### config.mk
export PLATFORM = sky130hd
export DESIGN_NAME = afu_flag_update
export DESIGN_NICKNAME = d
export VERILOG_FILES = /design/src/hdl/afu_flag_update.v /design/src/hdl/afu_arith.v /design/src/hdl/afu_bitchk.v
export VERILOG_INCLUDE_DIRS = /design/src /design/src/hdl
export SDC_FILE = /design/constraint.sdc
export NUM_CORES = 1
export LEC_CHECK = 0
export BUFFER_PORTS_ARGS = -buffer_cell sky130_fd_sc_hd__buf_2
export CORE_UTILIZATION = 55
export CTS_BUF_LIST = sky130_fd_sc_hd__clkbuf_16
export CTS_CLUSTER_DIAMETER = 50
export DETAILED_ROUTE_END_ITERATION = 7
export PLACE_DENSITY_LB_ADDON = 0.2
export SLEW_MARGIN = 5
export SYNTH_ARGS = -nofsm -noshare
export SYNTH_HDL_FRONTEND = slang
export SYNTH_HIERARCHICAL = 1
export SYNTH_SLANG_ARGS = --single-unit
### constraint.sdc
create_clock -name sys_clk_i -period 5.3 [get_ports sys_clk_i]
set_input_delay 1.325 -clock sys_clk_i [delete_from_list [all_inputs] [get_ports sys_clk_i]]
set_output_delay 1.325 -clock sys_clk_i [all_outputs]
set_load 0.01 [all_outputs]
### src/hdl/afu_defs.vh
`ifndef AFU_DEFS_VH
`define AFU_DEFS_VH

// Avalon register byte offsets
`define AFU_OFF_CTRL      4'h0
`define AFU_OFF_OPND      4'h4
`define AFU_OFF_FLAGS     4'h8
`define AFU_OFF_RESULT    4'hc

// Flag bit positions
`define AFU_FLAG_Z        0
`define AFU_FLAG_C        1
`define AFU_FLAG_AC       2
`define AFU_FLAG_OV       3

// Operation class codes
`define AFU_OP_NONE       5'h00
`define AFU_OP_ADD        5'h01
`define AFU_OP_ADDC       5'h02
`define AFU_OP_SUB        5'h03
`define AFU_OP_SUBC       5'h04
`define AFU_OP_INC        5'h05
`define AFU_OP_DEC        5'h06
`define AFU_OP_AND        5'h07
`define AFU_OP_OR         5'h08
`define AFU_OP_XOR        5'h09
`define AFU_OP_NOT        5'h0a
`define AFU_OP_NEG        5'h0b
`define AFU_OP_LOAD       5'h0c
`define AFU_OP_SHR        5'h0d
`define AFU_OP_SHRC       5'h0e
`define AFU_OP_SHL        5'h0f
`define AFU_OP_SHLC       5'h10
`define AFU_OP_SWAPC      5'h11
`define AFU_OP_CMP        5'h12
`define AFU_OP_POPF       5'h13

// Bit-addressable RAM limit
`define AFU_BIT_RAM_MAX   8'h3f

// Reset values
`define AFU_FLAGS_RST     4'h0

`endif

### src/hdl/afu_flag_update.v
`timescale 1ns/1ps
`include "afu_defs.vh"
// Operation
// - Add/sub forms write all four flags
// - Memory inc/dec write all four flags
// - And/or/xor write only zero
// - Invert and negate write only zero
// - Loads from memory/IO set zero only
// - Shifts write only carry
// - Bit-carry swap writes only carry
// - Compare-skip ops write all flags like subtract
// - Inc/dec-skip-zero write all four flags
// - Flag restore overwrites all four flags
// - Moves, bit ops, jumps, system ops keep flags
// - Bit access only at RAM 0x00..0x3f
module afu_flag_update (
    // Clock and reset
    input  wire        sys_clk_i,
    input  wire        sys_rst_i,
    // Avalon-MM slave
    input  wire [3:0]  avs_address_i,
    input  wire        avs_read_i,
    input  wire        avs_write_i,
    input  wire [31:0] avs_writedata_i,
    input  wire [3:0]  avs_byteenable_i,
    output reg  [31:0] avs_readdata_o,
    output reg         avs_waitrequest_o,
    // Sequencer side
    input  wire        exec_i,
    input  wire [4:0]  op_i,
    input  wire [7:0]  opa_i,
    input  wire [7:0]  opb_i,
    input  wire        bit_req_i,
    input  wire [7:0]  bit_addr_i,
    // Flag and result outputs
    output reg  [3:0]  flags_o,
    output reg  [7:0]  result_o,
    output reg         bit_ok_o
);

    // Register state
    // Port copies are separate flops so outputs leave straight from registers
    reg  [3:0]  flags_reg;     // Z C AC OV
    reg  [3:0]  flags_next;
    reg  [7:0]  result_reg;    // Last operation result
    reg  [7:0]  result_next;
    reg  [4:0]  sw_op_reg;     // Software-issued operation
    reg  [7:0]  sw_a_reg;      // Software operand a
    reg  [7:0]  sw_b_reg;      // Software operand b
    reg         sw_go_reg;     // One-cycle software execute
    reg         ack_reg;       // Bus answer pending
    reg         bit_ok_reg;    // Last bit-address verdict

    // Selected operation: sequencer has priority over software
    // Limitation: a software op that meets a sequencer op is lost
    // Sequencer ops are taken in the cycle that exec_i is high
    wire        go    = exec_i | sw_go_reg;
    wire [4:0]  op    = exec_i ? op_i : sw_op_reg;
    wire [7:0]  a     = exec_i ? opa_i : sw_a_reg;
    wire [7:0]  b     = exec_i ? opb_i : sw_b_reg;
    wire        cin   = flags_reg[`AFU_FLAG_C];

    // Adder control
    // One adder serves add, subtract, compare, inc and dec
    reg  [7:0]  ar_b;
    reg         ar_cin;
    reg         ar_sub;
    wire [7:0]  ar_sum;
    wire        ar_c;
    wire        ar_ac;
    wire        ar_ov;
    wire        bit_ok;

    // Logic unit result, shared by and, or and xor
    reg  [7:0]  logic_res;

    // Swap-carry byte: the addressed lane takes the old carry
    wire [7:0]  swap_sel = 8'h01 << b[2:0];   // One-hot lane select
    wire [7:0]  swap_res;                     // Byte after the exchange
    genvar      gi;

    // Decode helper: is this op a full arithmetic update
    // Compare shares the subtract path but stores no result
    function is_arith;
        input [4:0] o;
        begin
            case (o)
                `AFU_OP_ADD, `AFU_OP_ADDC, `AFU_OP_SUB, `AFU_OP_SUBC,
                `AFU_OP_INC, `AFU_OP_DEC, `AFU_OP_CMP: is_arith = 1'b1;
                default: is_arith = 1'b0;
            endcase
        end
    endfunction

    // Zero test shared by every Z update except invert, which compares with 8'hff, and flag restore, which takes b[0]
    function is_zero;
        input [7:0] v;
        begin
            is_zero = (v == 8'h00);
        end
    endfunction

    // Each lane decides alone, so no variable bit index is needed
    generate
        for (gi = 0; gi < 8; gi = gi + 1) begin : g_swap
            assign swap_res[gi] = swap_sel[gi] ? cin : a[gi];
        end
    endgenerate

    // Logic unit: one mux in place of three copies of each operator
    always @* begin
        case (op)
            `AFU_OP_AND: logic_res = a & b;
            `AFU_OP_OR:  logic_res = a | b;
            default:     logic_res = a ^ b;
        endcase
    end

    // Shared adder
    // Carry and AC come back as borrow when subtracting
    afu_arith u_arith (
        .a_i   (a),
        .b_i   (ar_b),
        .cin_i (ar_cin),
        .sub_i (ar_sub),
        .sum_o (ar_sum),
        .c_o   (ar_c),
        .ac_o  (ar_ac),
        .ov_o  (ar_ov)
    );

    // Bit-address range check
    // Decoding never reaches RAM above the bit-addressable range
    afu_bitchk u_bitchk (
        .addr_i (bit_addr_i),
        .ok_o   (bit_ok)
    );

    // Adder operand selection
    // Defaults give a plain add with no carry in
    always @* begin
        ar_b   = b;
        ar_cin = 1'b0;
        ar_sub = 1'b0;
        case (op)
            `AFU_OP_ADDC: begin
                ar_cin = cin;
            end
            `AFU_OP_SUB, `AFU_OP_CMP: begin
                ar_sub = 1'b1;
            end
            `AFU_OP_SUBC: begin
                ar_sub = 1'b1;
                ar_cin = cin;                  // Borrow in
            end
            `AFU_OP_INC: begin
                ar_b = 8'h01;
            end
            `AFU_OP_DEC: begin
                ar_b   = 8'h01;
                ar_sub = 1'b1;
            end
            default: begin
                ar_b = b;
            end
        endcase
    end

    // Flag and result next-state
    // Default is hold, so an op not named below keeps every flag
    always @* begin
        flags_next  = flags_reg;
        result_next = result_reg;
        if (go) begin
            if (is_arith(op)) begin
                // Full update from adder
                // Only this class and flag restore touch carry, AC and OV together
                flags_next[`AFU_FLAG_Z]  = is_zero(ar_sum);
                flags_next[`AFU_FLAG_C]  = ar_c;
                flags_next[`AFU_FLAG_AC] = ar_ac;
                flags_next[`AFU_FLAG_OV] = ar_ov;
                // Compare keeps no result byte
                if (op != `AFU_OP_CMP) begin
                    result_next = ar_sum;
                end
            end else begin
                case (op)
                    `AFU_OP_AND: begin
                        result_next = logic_res;
                        flags_next[`AFU_FLAG_Z] = is_zero(logic_res);
                    end
                    `AFU_OP_OR: begin
                        result_next = logic_res;
                        flags_next[`AFU_FLAG_Z] = is_zero(logic_res);
                    end
                    `AFU_OP_XOR: begin
                        result_next = logic_res;
                        flags_next[`AFU_FLAG_Z] = is_zero(logic_res);
                    end
                    `AFU_OP_NOT: begin
                        result_next = ~a;
                        flags_next[`AFU_FLAG_Z] = (a == 8'hff);
                    end
                    `AFU_OP_NEG: begin
                        // Negate gives zero only from a zero operand
                        result_next = 8'h00 - a;
                        flags_next[`AFU_FLAG_Z] = is_zero(a);
                    end
                    `AFU_OP_LOAD: begin
                        // Memory or IO load into accumulator
                        result_next = a;
                        flags_next[`AFU_FLAG_Z] = is_zero(a);
                    end
                    `AFU_OP_SHR: begin
                        result_next = {1'b0, a[7:1]};
                        flags_next[`AFU_FLAG_C] = a[0];
                    end
                    `AFU_OP_SHRC: begin
                        // Old carry enters the top bit
                        result_next = {cin, a[7:1]};
                        flags_next[`AFU_FLAG_C] = a[0];
                    end
                    `AFU_OP_SHL: begin
                        result_next = {a[6:0], 1'b0};
                        flags_next[`AFU_FLAG_C] = a[7];
                    end
                    `AFU_OP_SHLC: begin
                        // Old carry enters bit 0
                        result_next = {a[6:0], cin};
                        flags_next[`AFU_FLAG_C] = a[7];
                    end
                    `AFU_OP_SWAPC: begin
                        // b[2:0] picks the IO bit exchanged with carry
                        result_next = swap_res;
                        flags_next[`AFU_FLAG_C] = a[b[2:0]];
                    end
                    `AFU_OP_POPF: begin
                        // Popped flag nibble arrives in b[3:0]
                        // All four bits come from the stack image
                        result_next = a;
                        flags_next  = b[3:0];
                    end
                    default: begin
                        // Moves, bit ops, flow and system ops
                        // Unused op codes fall here as well
                        flags_next  = flags_reg;
                        result_next = result_reg;
                    end
                endcase
            end
        end
    end

    // Datapath registers
    // Flags and result clear to zero with the chip
    always @(posedge sys_clk_i or posedge sys_rst_i) begin
        if (sys_rst_i) begin
            flags_reg  <= `AFU_FLAGS_RST;
            result_reg <= 8'h00;
            bit_ok_reg <= 1'b0;
        end else begin
            flags_reg  <= flags_next;
            result_reg <= result_next;
            // Verdict for sequencer bit access
            // Verdict holds between requests for a late reader
            if (bit_req_i) begin
                bit_ok_reg <= bit_ok;
            end
        end
    end

    // Avalon slave: one wait cycle then answer
    // Trade-off: a wait state on every access keeps the decode registered
    // The cycle after an answer is dead, so a held request is taken once
    always @(posedge sys_clk_i or posedge sys_rst_i) begin
        if (sys_rst_i) begin
            // Bus idles with waitrequest high
            ack_reg           <= 1'b0;
            avs_waitrequest_o <= 1'b1;
            avs_readdata_o    <= 32'h0000_0000;
            sw_op_reg         <= `AFU_OP_NONE;
            sw_a_reg          <= 8'h00;
            sw_b_reg          <= 8'h00;
            sw_go_reg         <= 1'b0;
        end else begin
            sw_go_reg         <= 1'b0;
            avs_waitrequest_o <= 1'b1;
            if ((avs_read_i || avs_write_i) && !ack_reg) begin
                ack_reg           <= 1'b1;
                avs_waitrequest_o <= 1'b0;
                if (avs_write_i) begin
                    case (avs_address_i)
                        `AFU_OFF_CTRL: begin
                            // Writing low byte issues an operation
                            if (avs_byteenable_i[0]) begin
                                sw_op_reg <= avs_writedata_i[4:0];
                                sw_go_reg <= 1'b1;
                            end
                        end
                        `AFU_OFF_OPND: begin
                            // Lane 0 is operand a, lane 1 operand b
                            if (avs_byteenable_i[0]) begin
                                sw_a_reg <= avs_writedata_i[7:0];
                            end
                            if (avs_byteenable_i[1]) begin
                                sw_b_reg <= avs_writedata_i[15:8];
                            end
                        end
                        default: begin
                            // Read-only or unmapped: write ignored
                            sw_go_reg <= 1'b0;
                        end
                    endcase
                end else begin
                    // Read data stands from the answer until the next read
                    case (avs_address_i)
                        `AFU_OFF_CTRL:   avs_readdata_o <= {27'h0, sw_op_reg};
                        `AFU_OFF_OPND:   avs_readdata_o <= {16'h0, sw_b_reg, sw_a_reg};
                        `AFU_OFF_FLAGS:  avs_readdata_o <= {28'h0, flags_reg};
                        `AFU_OFF_RESULT: avs_readdata_o <= {24'h0, result_reg};
                        default:         avs_readdata_o <= 32'h0000_0000;
                    endcase
                end
            end else begin
                ack_reg <= 1'b0;
            end
        end
    end

    // Registered top outputs
    // Ports take the same next state as the internal copies
    always @(posedge sys_clk_i or posedge sys_rst_i) begin
        if (sys_rst_i) begin
            flags_o  <= `AFU_FLAGS_RST;
            result_o <= 8'h00;
            bit_ok_o <= 1'b0;
        end else begin
            flags_o  <= flags_next;
            result_o <= result_next;
            // Bit verdict follows a new request at once, else holds
            bit_ok_o <= bit_req_i ? bit_ok : bit_ok_reg;
        end
    end

endmodule // afu_flag_update

### src/hdl/afu_arith.v
`timescale 1ns/1ps
// Combinational 8-bit arithmetic with nibble carry and signed overflow
module afu_arith (
    // Operands
    input  wire [7:0] a_i,
    input  wire [7:0] b_i,
    input  wire       cin_i,
    input  wire       sub_i,
    // Results
    output wire [7:0] sum_o,
    output wire       c_o,
    output wire       ac_o,
    output wire       ov_o
);
    wire [7:0] b_eff;   // Inverted for subtract
    wire       c_eff;   // Carry-in after inversion
    wire [4:0] low;     // Low nibble sum
    wire [8:0] full;    // Full sum

    assign b_eff = sub_i ? ~b_i : b_i;
    // Subtract is a + ~b + 1 - borrow
    assign c_eff = sub_i ? ~cin_i : cin_i;
    assign low   = {1'b0, a_i[3:0]} + {1'b0, b_eff[3:0]} + {4'h0, c_eff};
    assign full  = {1'b0, a_i} + {1'b0, b_eff} + {8'h00, c_eff};
    assign sum_o = full[7:0];
    // Borrow is the inverted carry when subtracting
    assign c_o   = sub_i ? ~full[8] : full[8];
    assign ac_o  = sub_i ? ~low[4] : low[4];
    assign ov_o  = (a_i[7] == b_eff[7]) && (full[7] != a_i[7]);
endmodule // afu_arith

### src/hdl/afu_bitchk.v
`timescale 1ns/1ps
`include "afu_defs.vh"
// Checks whether a RAM byte address may take single-bit access
module afu_bitchk (
    // Address in
    input  wire [7:0] addr_i,
    // Verdict out
    output wire       ok_o
);
    // Only the lowest 64 bytes decode for bit operations
    assign ok_o = (addr_i <= `AFU_BIT_RAM_MAX);
endmodule // afu_bitchk

==> results of run 1 <==
[worst max-delay path, cell delays in order]
cell,delay [ns]
buf_2,0.14
mux2_2,0.37
xnor2_1,0.28
nor2b_1,0.30
nand2b_1,0.16
xor2_1,0.08
fa_1,0.49
fa_1,0.44
a211oi_2,0.26
o21bai_1,0.11
a21oi_1,0.19
xnor2_1,0.10
nor4_1,0.30
nand3_1,0.15
o32ai_2,0.28
nand4_1,0.13
o211ai_1,0.19
[cell families after synthesis]
logic type,Yosys count
fa+ha+maj,27
compound gates,129
other cells,1
simple gates,184
mux,58
buf+inv,61
xor+xnor,23
flops,53
[worst paths after layout]
| check | start | endpoint |
|---|---|---|
| worst max-delay path | exec_i | flags_o[0] |
| worst min-delay path | avs_readdata_o[9] | avs_readdata_o[9] |
| worst max register to register | sw_op_reg[1] | flags_o[0] |
| worst min register to register | avs_readdata_o[9] | avs_readdata_o[9] |
| max in group asynchronous | sys_rst_i | sw_b_reg[5] |
| min in group asynchronous | sys_rst_i | ack_reg |
[synthesized netlist by cell type (6+ instances only)]
cell,instances,area [um2]
o221ai_1,8,70.07
clkbuf_1,11,41.29
a22o_1,8,70.07
xor2_1,10,87.58
a21oi_1,23,115.1
mux2i_1,22,220.2
nand4_1,7,43.79
o21ai_0,18,90.09
inv_2,6,22.52
dfrtp_1,52,1301
buf_2,8,40.04
nor2_1,43,161.4
mux2i_2,6,82.58
mux2_2,21,236.5
xnor2_1,13,113.9
nand3_1,18,90.09
buf_4,19,142.6
nand2_1,58,217.7
nor3_1,12,60.06
inv_1,14,52.55
nor4_1,11,68.82
ha_1,25,312.8
o31ai_1,7,52.55
a2bb2oi_1,6,52.55
[per-layer routing]
layer	vias to the layer above	GRT usage	part of all wire
met2	245	0.4970	0.45
li1	2135	-	-
met1	2204	0.4719	0.43
met3	41	0.05213	0.084
met5	-	0	0
met4	0	0.1107	0.033
[through the flow]
stage | cell area, um2 | total power [uW]
6_report | 5557 | 1834
2_1_floorplan | 4893 | 1177
4_1_cts | 5529 | 1809
5_1_grt | 5557 | 1941
3_3_place_gp | 5378 | 1445
3_5_place_dp | 5378 | 1467
[power by group]
group / internal, uW / switching, uW
registers: 483 / 109
logic: 387 / 515
clock network: 179 / 160
total: 1050 / 784
[cells in the final DEF, fill, tap and decap left out, types with 5 or more instances in the layout]
master     Yosys  final
a21oi_1       23     23
a22o_1         8      8
a2bb2oi_1      6      6
buf_2          8     80
buf_4         19     27
clkbuf_16      0      5
conb_1         1     16
dfrtp_1       52     52
ha_1          25     25
inv_1         14     13
inv_2          6      7
mux2_2        21     21
mux2i_1       22     22
mux2i_2        6      5
mux2i_4        4      5
mux4_2         5      5
nand2_1       58     58
nand3_1       18     18
nand4_1        7      7
nor2_1        43     42
nor3_1        12     12
nor4_1        11     11
o211ai_1       5      5
o21ai_0       18     18
o221ai_1       8      8
o22ai_1        5      5
o31ai_1        7      7
xnor2_1       13     13
xor2_1        10     10
[area by class of cell]
class | instances | area [um2]
multi-input cells | 437 | 3268
fillers | 709 | 2825
flip-flops and latches | 53 | 1328
repair buffers | 107 | 603.1
well taps | 105 | 131.4
clock buffers | 5 | 125.1
inverters | 20 | 75.07
clock inverters | 3 | 26.28
==> flow_metrics.env, run 1 <==
export IMPL_dp_cells=722
export IMPL_fin_crit_sh=0.9570
export IMPL_place_ws_ns=-0.06174
export IMPL_numCtsBuffers=5
export IMPL_gp_congestion=1.001
export IMPL_largest_reg_flops=16
export IMPL_dp_hpwl_mm=11.51
export IMPL_area_delta_synth_final_pct=14.87
export IMPL_drc=0
export IMPL_final_core_util=0.6629
export IMPL_synth_seq_area_share=0.2744
export IMPL_htreeDepth=2
export IMPL_required_ns=5.51
export IMPL_grt_pass1_vias=4081
export IMPL_synth_compound_area_share=0.1987
export IMPL_ys_async_sr_fraction=1.000
export IMPL_numPortBuffers=80
export IMPL_die_x_um=95.78
export IMPL_synthFlopType="dfrtp_1"
export IMPL_min_period_ns=5.072
export IMPL_synth_edf_count=0
export IMPL_hold_buffers=0
export IMPL_synth_top_family_by_area="compound AO/OA/AOI/OAI gates"
export IMPL_synth_fa_ha_area_frac=0.07294
export IMPL_ir_drop_v=0.0002255
export IMPL_post_drt_wl_per_cell_um=20.47
export IMPL_final_nets=726
export IMPL_hold_class="flop to flop"
export IMPL_io_pins=121
export IMPL_cts_clk_slew_worst_paths_ns=0.07
export IMPL_vias_per_cell=6.336
export IMPL_status="finished clean"
export IMPL_drtIter0Drc=439
export IMPL_power_density_mw_per_mm2=330.0
export IMPL_cts_root_buf="clkbuf_16"
export IMPL_initial_core_util=0.5771
export IMPL_synth_mux_area_frac=0.1534
export IMPL_hold_slack_ns=0.4790
export IMPL_antenna_found_initial=0
export IMPL_cts_resized=0
export IMPL_critical_path_class="primary input to flop"
export IMPL_ff2ff_path_depth=16
export IMPL_cts_buffer_depth=2
export IMPL_slew_viol_final=0
export IMPL_syn_area_mm2=0.004837
export IMPL_cts_tree="yes"
export IMPL_drive_gt1_frac=0.2816
export IMPL_endpoint_kind="flop"
export IMPL_largest_register="avs_readdata_o"
export IMPL_synth_avg_cell_area_um2=9.025
export IMPL_final_cells=730
export IMPL_grt_use_total=0.3274
export IMPL_arrival_ns=5.28
export IMPL_startpoint_type="primary input"
export IMPL_wirelength_mm=14.94
export IMPL_netlist_cell_type_count=77
export IMPL_core_area_mm2=0.008382
export IMPL_hold_depth=2
export IMPL_synth_simple_gate_area_frac=0.1893
export IMPL_tightest_slew_ns=1.110
export IMPL_num_vias=4625
export IMPL_leakage_uw=0.002676
export IMPL_relSlewSlack=0.2586
export IMPL_fmax_mhz=197.2
export IMPL_final_setup_skew_ns=0.003836
export IMPL_synth_warnings=6
export IMPL_crit_fanout=5
export IMPL_grt_pass1_wl_mm=22.46
export IMPL_dieArea_mm2=0.009174
export IMPL_setup_viol=0
export IMPL_rrSetupSlack_ns=0.98
export IMPL_grt_max_degree=54
export IMPL_postCtsSetupRepairBufs=0
export IMPL_first_pass_iters=5
export IMPL_grt_overflow=0
export IMPL_syn_instance_count=536
export IMPL_synthXorXnorAreaFrac=0.04165
export IMPL_drv_cap=0
export IMPL_ant_nets=0
export IMPL_fp_dieH_um=95.78
export IMPL_tns_ns=0
export IMPL_insertion_delay_ns=0.29
export IMPL_setup_slack_ns=0.2277
export IMPL_synth_seq_cells=53
export IMPL_antenna_cells=0
export IMPL_hold_viol=0
export IMPL_std_cell_rows=33
export IMPL_cts_sinks=53
Power figures use the tool's default switching activity.
==> inputs of run 2 (changes only) <==
Settings changed: CORE_MARGIN from default to 8, HOLD_SLACK_MARGIN from default to 0.02.
==> flow_metrics.env, run 2 (synthesis results as in run 1) <==
export IMPL_status="finished clean"
export IMPL_power_density_mw_per_mm2=329.3
export IMPL_endpoint_kind="flop"
export IMPL_ir_drop_v=0.0001783
export IMPL_cts_root_buf="clkbuf_16"
export IMPL_fillers=745
export IMPL_final_cell_mix="buf_2, nand2_1, dfrtp_1"
export IMPL_critical_path_class="primary input to flop"
export IMPL_numPortBuffers=80
export IMPL_ant_nets=0
export IMPL_vias_per_cell=6.345
export IMPL_numCtsBuffers=5
export IMPL_grtUsageMet1=0.3470
export IMPL_area_delta_synth_final_pct=14.61
export IMPL_startpoint_type="primary input"
export IMPL_tightest_slew_ns=1.109
export IMPL_cts_clk_slew_worst_paths_ns=0.07
export IMPL_drv_cap=0
export IMPL_grt_setup_unrepaired="false"
export IMPL_min_period_ns=5.089
export IMPL_final_cells=734
export IMPL_reg2reg_to="flags_o[0]"
export IMPL_hold_start="avs_readdata_o[13]"
export IMPL_drc=0
export IMPL_insertion_delay_ns=0.30
export IMPL_multi_input_area_mm2=0.003244
export IMPL_setup_slack_ns=0.2112
export IMPL_largest_reg_flops=16
export IMPL_fin_crit_sh=0.9601
export IMPL_gp_congestion=0.9821
export IMPL_gr_usage_met2=0.4084
export IMPL_final_setup_skew_ns=0.007959
export IMPL_relSlewSlack=0.2596
export IMPL_met3_usage=0.04513
export IMPL_grt_overflow=0
export IMPL_hold_buffers=0
export IMPL_dp_hpwl_mm=12.14
export IMPL_cts_sinks=53
export IMPL_leakage_uw=0.002674
export IMPL_tns_ns=0
export IMPL_cp_cell_sequence="buf_2 > buf_4 > mux2i_2 > xnor2_1 > o32ai_2 > xor2_1 > fa_1 > fa_1 > a211oi_1 > o21bai_1 > a21oi_1 > xnor2_1 > nor4_1 > nand3_1 > o32ai_2 > nand4_1 > o211ai_1"
export IMPL_num_vias=4657
export IMPL_max_stage_delay_ns=0.48
export IMPL_drive_gt1_frac=0.2812
export IMPL_drtIter0Drc=446
export IMPL_dp_cells=726
export IMPL_std_cell_rows=34
export IMPL_die_x_um=109.8
export IMPL_setup_viol=0
export IMPL_first_pass_iters=5
export IMPL_slowest_stage="fa_1"
export IMPL_min_to="avs_readdata_o[13]"
export IMPL_hold_class="flop to flop"
export IMPL_fp_dieH_um=109.8
export IMPL_post_drt_wl_per_cell_um=21.30
export IMPL_cts_tree="yes"
export IMPL_busiest_layer="met2"
export IMPL_regArea_mm2=0.001328
export IMPL_io_pins=121
export IMPL_mostFrequentLayoutCell="buf_2"
export IMPL_fmax_mhz=196.5
export IMPL_initial_core_util=0.5601
export IMPL_grt_pass1_wl_mm=24.35
export IMPL_grt_pass1_vias=4615
export IMPL_place_ws_ns=-0.005888
export IMPL_cts_buffer_depth=2
export IMPL_crit_fanout=8
export IMPL_dieArea_mm2=0.01205
export IMPL_grt_use_total=0.2581
export IMPL_largest_register="avs_readdata_o"
export IMPL_hold_depth=2
export IMPL_rrSetupSlack_ns=0.97
export IMPL_r2r_start="sw_op_reg[1]"
export IMPL_htreeDepth=2
export IMPL_grt_max_degree=54
export IMPL_final_nets=727
export IMPL_required_ns=5.51
export IMPL_wirelength_mm=15.63
export IMPL_ff2ff_path_depth=16
export IMPL_core_area_mm2=0.008636
export IMPL_antenna_found_initial=0
export IMPL_antenna_cells=0
export IMPL_slew_viol_final=0
export IMPL_arrival_ns=5.30
export IMPL_hold_viol=0
==> run 2: worst max-delay path, delay by kind of cell <==
family / cells / cell delay (ns)
buffers and inverters: 2 / 0.28
XOR/XNOR: 3 / 0.38
AND/OR/NAND/NOR: 3 / 0.59
multiplexers: 1 / 0.29
adder cells (fa/ha/maj): 2 / 0.90
AO/OA/AOI/OAI: 6 / 1.53
==> run 2: routing by layer <==
metal | share of wire | up-vias | wire (um)
li1 | - | 2139 | -
met1 | 0.43 | 2234 | 6671
met2 | 0.46 | 252 | 7238
met3 | 0.087 | 32 | 1354
met4 | 0.024 | 0 | 369
met5 | 0 | - | 0
==> run 2: area by class of cell <==
cell class                      count  share of cell area
Tap cell                          108             0.02437
Multi-Input combinational cell    437              0.5852
Timing Repair Buffer              108              0.1101
Sequential cell                    53              0.2394
Inverter                           20             0.01354
Clock inverter                      3            0.004739
Clock buffer                        5             0.02257
==> run 2: stage by stage <==
step,area [um2],utilization,power (uW),hold WS [ns]
2_1_floorplan,4893,-,1177,0.4767
3_3_place_gp,5389,0.6240,1445,0.4605
3_5_place_dp,5389,0.6240,1469,0.4708
4_1_cts,5540,0.6416,1807,0.4871
5_1_grt,5544,0.6420,1932,0.5073
6_report,5544,0.6420,1826,0.4846
==> run 2: power breakdown <==
group | internal, uW | switching [uW]
registers | 483 | 106
logic | 385 | 515
clock network | 179 | 158
total | 1050 | 779
==> run 2: what timing repair did <==
action	4_1_cts	5_1_grt
buffers inserted	0	0
setup endpoints to repair	0	1
gates resized for setup	0	1
==> run 2: worst max path at each step <==
| stage | startpoint | end | slack, ns | cells after the start |
|---|---|---|---|---|
| after floorplan | exec_i | flags_o[0] | 0.09 | 19 |
| after global placement | exec_i | flags_o[0] | 0.11 | 17 |
| after detailed placement | exec_i | flags_o[0] | -0.006 | 17 |
| after CTS | exec_i | flags_o[0] | 0.28 | 17 |
| after global routing | exec_i | flags_o[0] | 0.02 | 17 |
| final | exec_i | flags_o[0] | 0.21 | 17 |
==> inputs of run 3 (changes only) <==
--- a/config.mk
+++ b/config.mk
@@ -7,4 +7,5 @@
 export NUM_CORES = 1
 export LEC_CHECK = 0
+export ABC_AREA = 1
 export BUFFER_PORTS_ARGS = -buffer_cell sky130_fd_sc_hd__buf_2
 export CORE_MARGIN = 8
==> constraint.sdc (replaced) <==
create_clock -name sys_clk_i -period 5.3 [get_ports sys_clk_i]
set_input_delay 0.795 -clock sys_clk_i [delete_from_list [all_inputs] [get_ports sys_clk_i]]
set_output_delay 0.795 -clock sys_clk_i [all_outputs]
set_load 0.01 [all_outputs]
==> flow_metrics.env, run 3 <==
export IMPL_final_core_util=0.6285
export IMPL_synthFlopType="dfrtp_1"
export IMPL_cts_clk_slew_worst_paths_ns=0.07
export IMPL_io_pins=121
export IMPL_fmax_mhz=233.2
export IMPL_ff2ff_path_depth=20
export IMPL_dpl_cell_area_mm2=0.005311
export IMPL_hold_start="avs_readdata_o[3]"
export IMPL_gp_congestion=0.9601
export IMPL_postCtsSetupRepairBufs=0
export IMPL_vias_per_cell=5.715
export IMPL_synth_seq_cells=53
export IMPL_cts_root_buf="clkbuf_16"
export IMPL_place_ws_ns=0.7371
export IMPL_startpoint_type="primary input"
export IMPL_reg2reg_to="flags_o[0]"
export IMPL_leakage_uw=0.002917
export IMPL_die_x_um=110.3
export IMPL_final_nets=888
export IMPL_mostFrequentLayoutCell="nand2_1"
export IMPL_fin_crit_sh=0.8092
export IMPL_crit_fanout=29
export IMPL_slew_viol_final=0
export IMPL_grt_max_degree=54
export IMPL_netlist_cell_type_count=53
export IMPL_grt_pass1_vias=5008
export IMPL_hold_class="flop to flop"
export IMPL_endpoint_kind="flop"
export IMPL_synth_warnings=6
export IMPL_initial_core_util=0.5630
export IMPL_required_ns=5.52
export IMPL_max_stage_delay_ns=0.50
export IMPL_power_density_mw_per_mm2=327.8
export IMPL_r2r_start="sw_op_reg[0]"
export IMPL_final_setup_skew_ns=0.007862
export IMPL_ir_drop_v=0.0001817
export IMPL_critical_path_class="primary input to flop"
export IMPL_rrSetupSlack_ns=1.45
export IMPL_antenna_found_initial=0
export IMPL_dieArea_mm2=0.01216
export IMPL_arrival_ns=4.51
export IMPL_tns_ns=0
export IMPL_synth_edf_count=0
export IMPL_finalPower_uw=1788
export IMPL_stdcell_area_mm2=0.005454
export IMPL_drv_cap=0
export IMPL_num_vias=5115
export IMPL_min_period_ns=4.289
export IMPL_tightest_slew_ns=1.124
export IMPL_fp_dieH_um=110.3
export IMPL_grt_pass1_wl_mm=25.36
export IMPL_first_pass_iters=8
export IMPL_wirelength_mm=15.99
export IMPL_cts_buffer_depth=2
export IMPL_numCtsBuffers=5
export IMPL_grt_use_total=0.2694
export IMPL_cts_tree="yes"
export IMPL_grt_setup_unrepaired="false"
export IMPL_setup_viol=0
export IMPL_synth_avg_cell_area_um2=6.882
export IMPL_htreeDepth=2
export IMPL_std_cell_rows=34
export IMPL_ys_async_sr_fraction=1.000
export IMPL_hold_buffers=0
export IMPL_critical_path_top_delay_family="simple AND/OR/NAND/NOR gates"
export IMPL_dp_hpwl_mm=12.72
export IMPL_setup_slack_ns=1.011
export IMPL_cts_resized=0
export IMPL_syn_area_mm2=0.004886
export IMPL_hold_viol=0
export IMPL_hold_depth=2
export IMPL_synth_area_leaders="dfrtp_1, nand2_1, nor2_1"
export IMPL_largest_register="avs_readdata_o"
export IMPL_status="finished clean"
export IMPL_yosysMostFrequentCell="nand2_1"
export IMPL_min_to="avs_readdata_o[3]"
export IMPL_yosysTopAreaCell="dfrtp_1"
export IMPL_synth_seq_area_share=0.2717
export IMPL_drc=0
export IMPL_numPortBuffers=80
export IMPL_cp_common_cell="nand2_1"
export IMPL_ant_nets=0
export IMPL_cts_sinks=53
export IMPL_largest_reg_flops=16
export IMPL_core_area_mm2=0.008678
export IMPL_slowest_stage="fa_1"
export IMPL_drtIter0Drc=439
export IMPL_final_cell_mix="nand2_1, nor2_1, buf_2"
export IMPL_synth_top_area_frac=0.2663
export IMPL_insertion_delay_ns=0.30
export IMPL_crit_buf_inv=3
export IMPL_relSlewSlack=0.2448
export IMPL_synthTopCellsByCount="nand2_1, nor2_1, inv_1"
export IMPL_cp_cell_sequence="buf_2 > buf_4 > nand2_1 > nand2_4 > nand2_2 > nor2_4 > inv_2 > o21ai_4 > a21oi_1 > o21ai_1 > xor2_1 > fa_1 > fa_1 > nand3_1 > nand2_1 > nand3_1 > nand2_1 > nand2_1 > nand2_1 > nor3_1 > nand2_1 > o21a_1 > a21oi_1"
export IMPL_post_drt_wl_per_cell_um=17.87
export IMPL_grt_overflow=0
export IMPL_syn_instance_count=710
export IMPL_drive_gt1_frac=0.2160
export IMPL_antenna_cells=0
export IMPL_area_delta_synth_final_pct=11.63
[run 3: cell count changes after synthesis, moves of 10 or more]
cell     previous run  this run
inv_1              14        77
mux2_2             21         7
mux2i_1            22         0
nand2_1            58       156
nand2_2             0        20
nand3_1            18        39
nor2_1             43        89
nor4_1             11         1
o21ai_0            18        43
o21ai_1             1        14
xnor2_1            13         1
[run 3: worst max path at each step]
stage	endpoint	depth (start not counted)	slack [ns]	from
floorplan	flags_o[0]	21	1.32	exec_i
global placement	flags_o[0]	23	0.80	exec_i
detailed placement	flags_o[0]	23	0.74	exec_i
CTS	flags_o[0]	23	1.04	exec_i
global route	flags_o[0]	23	0.72	exec_i
finish	flags_o[0]	23	1.01	exec_i
[run 3: kinds of logic after synthesis]
| logic type | share of synthesized area |
|---|---|
| AND/OR/NAND/NOR | 0.3539 |
| AO/OA/AOI/OAI | 0.1506 |
| buffers and inverters | 0.1096 |
| flip-flops | 0.2717 |
| adder cells (fa/ha/maj) | 0.07222 |
| XOR/XNOR | 0.02510 |
| multiplexers | 0.01613 |
| other | 0.0007675 |
[run 3: final cells by class]
type                    count  area (um2)
clock buffers               5       125.1
flip-flops and latches     53        1328
clock inverters             3       17.52
repair buffers             85       437.9
multi-input cells         554        3079
fillers                   839        3224
well taps                 108       135.1
inverters                  87       331.6
[run 3: routing by layer]
layer,track usage,part of all wire,vias to the layer above
met4,0.1275,0.036,0
met1,0.3428,0.41,2435
met2,0.4336,0.47,209
met5,0,0,-
met3,0.04826,0.081,37
li1,-,-,2434
[run 3: metrics by stage]
step | std cells | hold WS (ns)
2_1_floorplan | 725 | 0.4666
3_3_place_gp | 887 | 0.4614
3_5_place_dp | 887 | 0.4634
4_1_cts | 895 | 0.4823
5_1_grt | 895 | 0.5178
6_report | 895 | 0.4841
[run 3: worst register-to-register path, delay by kind of cell, from the launching register on]
family,cells,cell delay [ns]
fa+ha+maj,2,0.95
compound gates,5,0.72
simple gates,12,1.55
flops,1,0.44
xor+xnor,1,0.14
[run 3: where the power goes]
group	switching, uW	internal [uW]	total [uW]	leakage, uW
combinational	590	298	887	0.00219
clock	152	175	327	0.0000754
sequential	81.6	492	574	0.000649
total	823	964	1790	0.00292
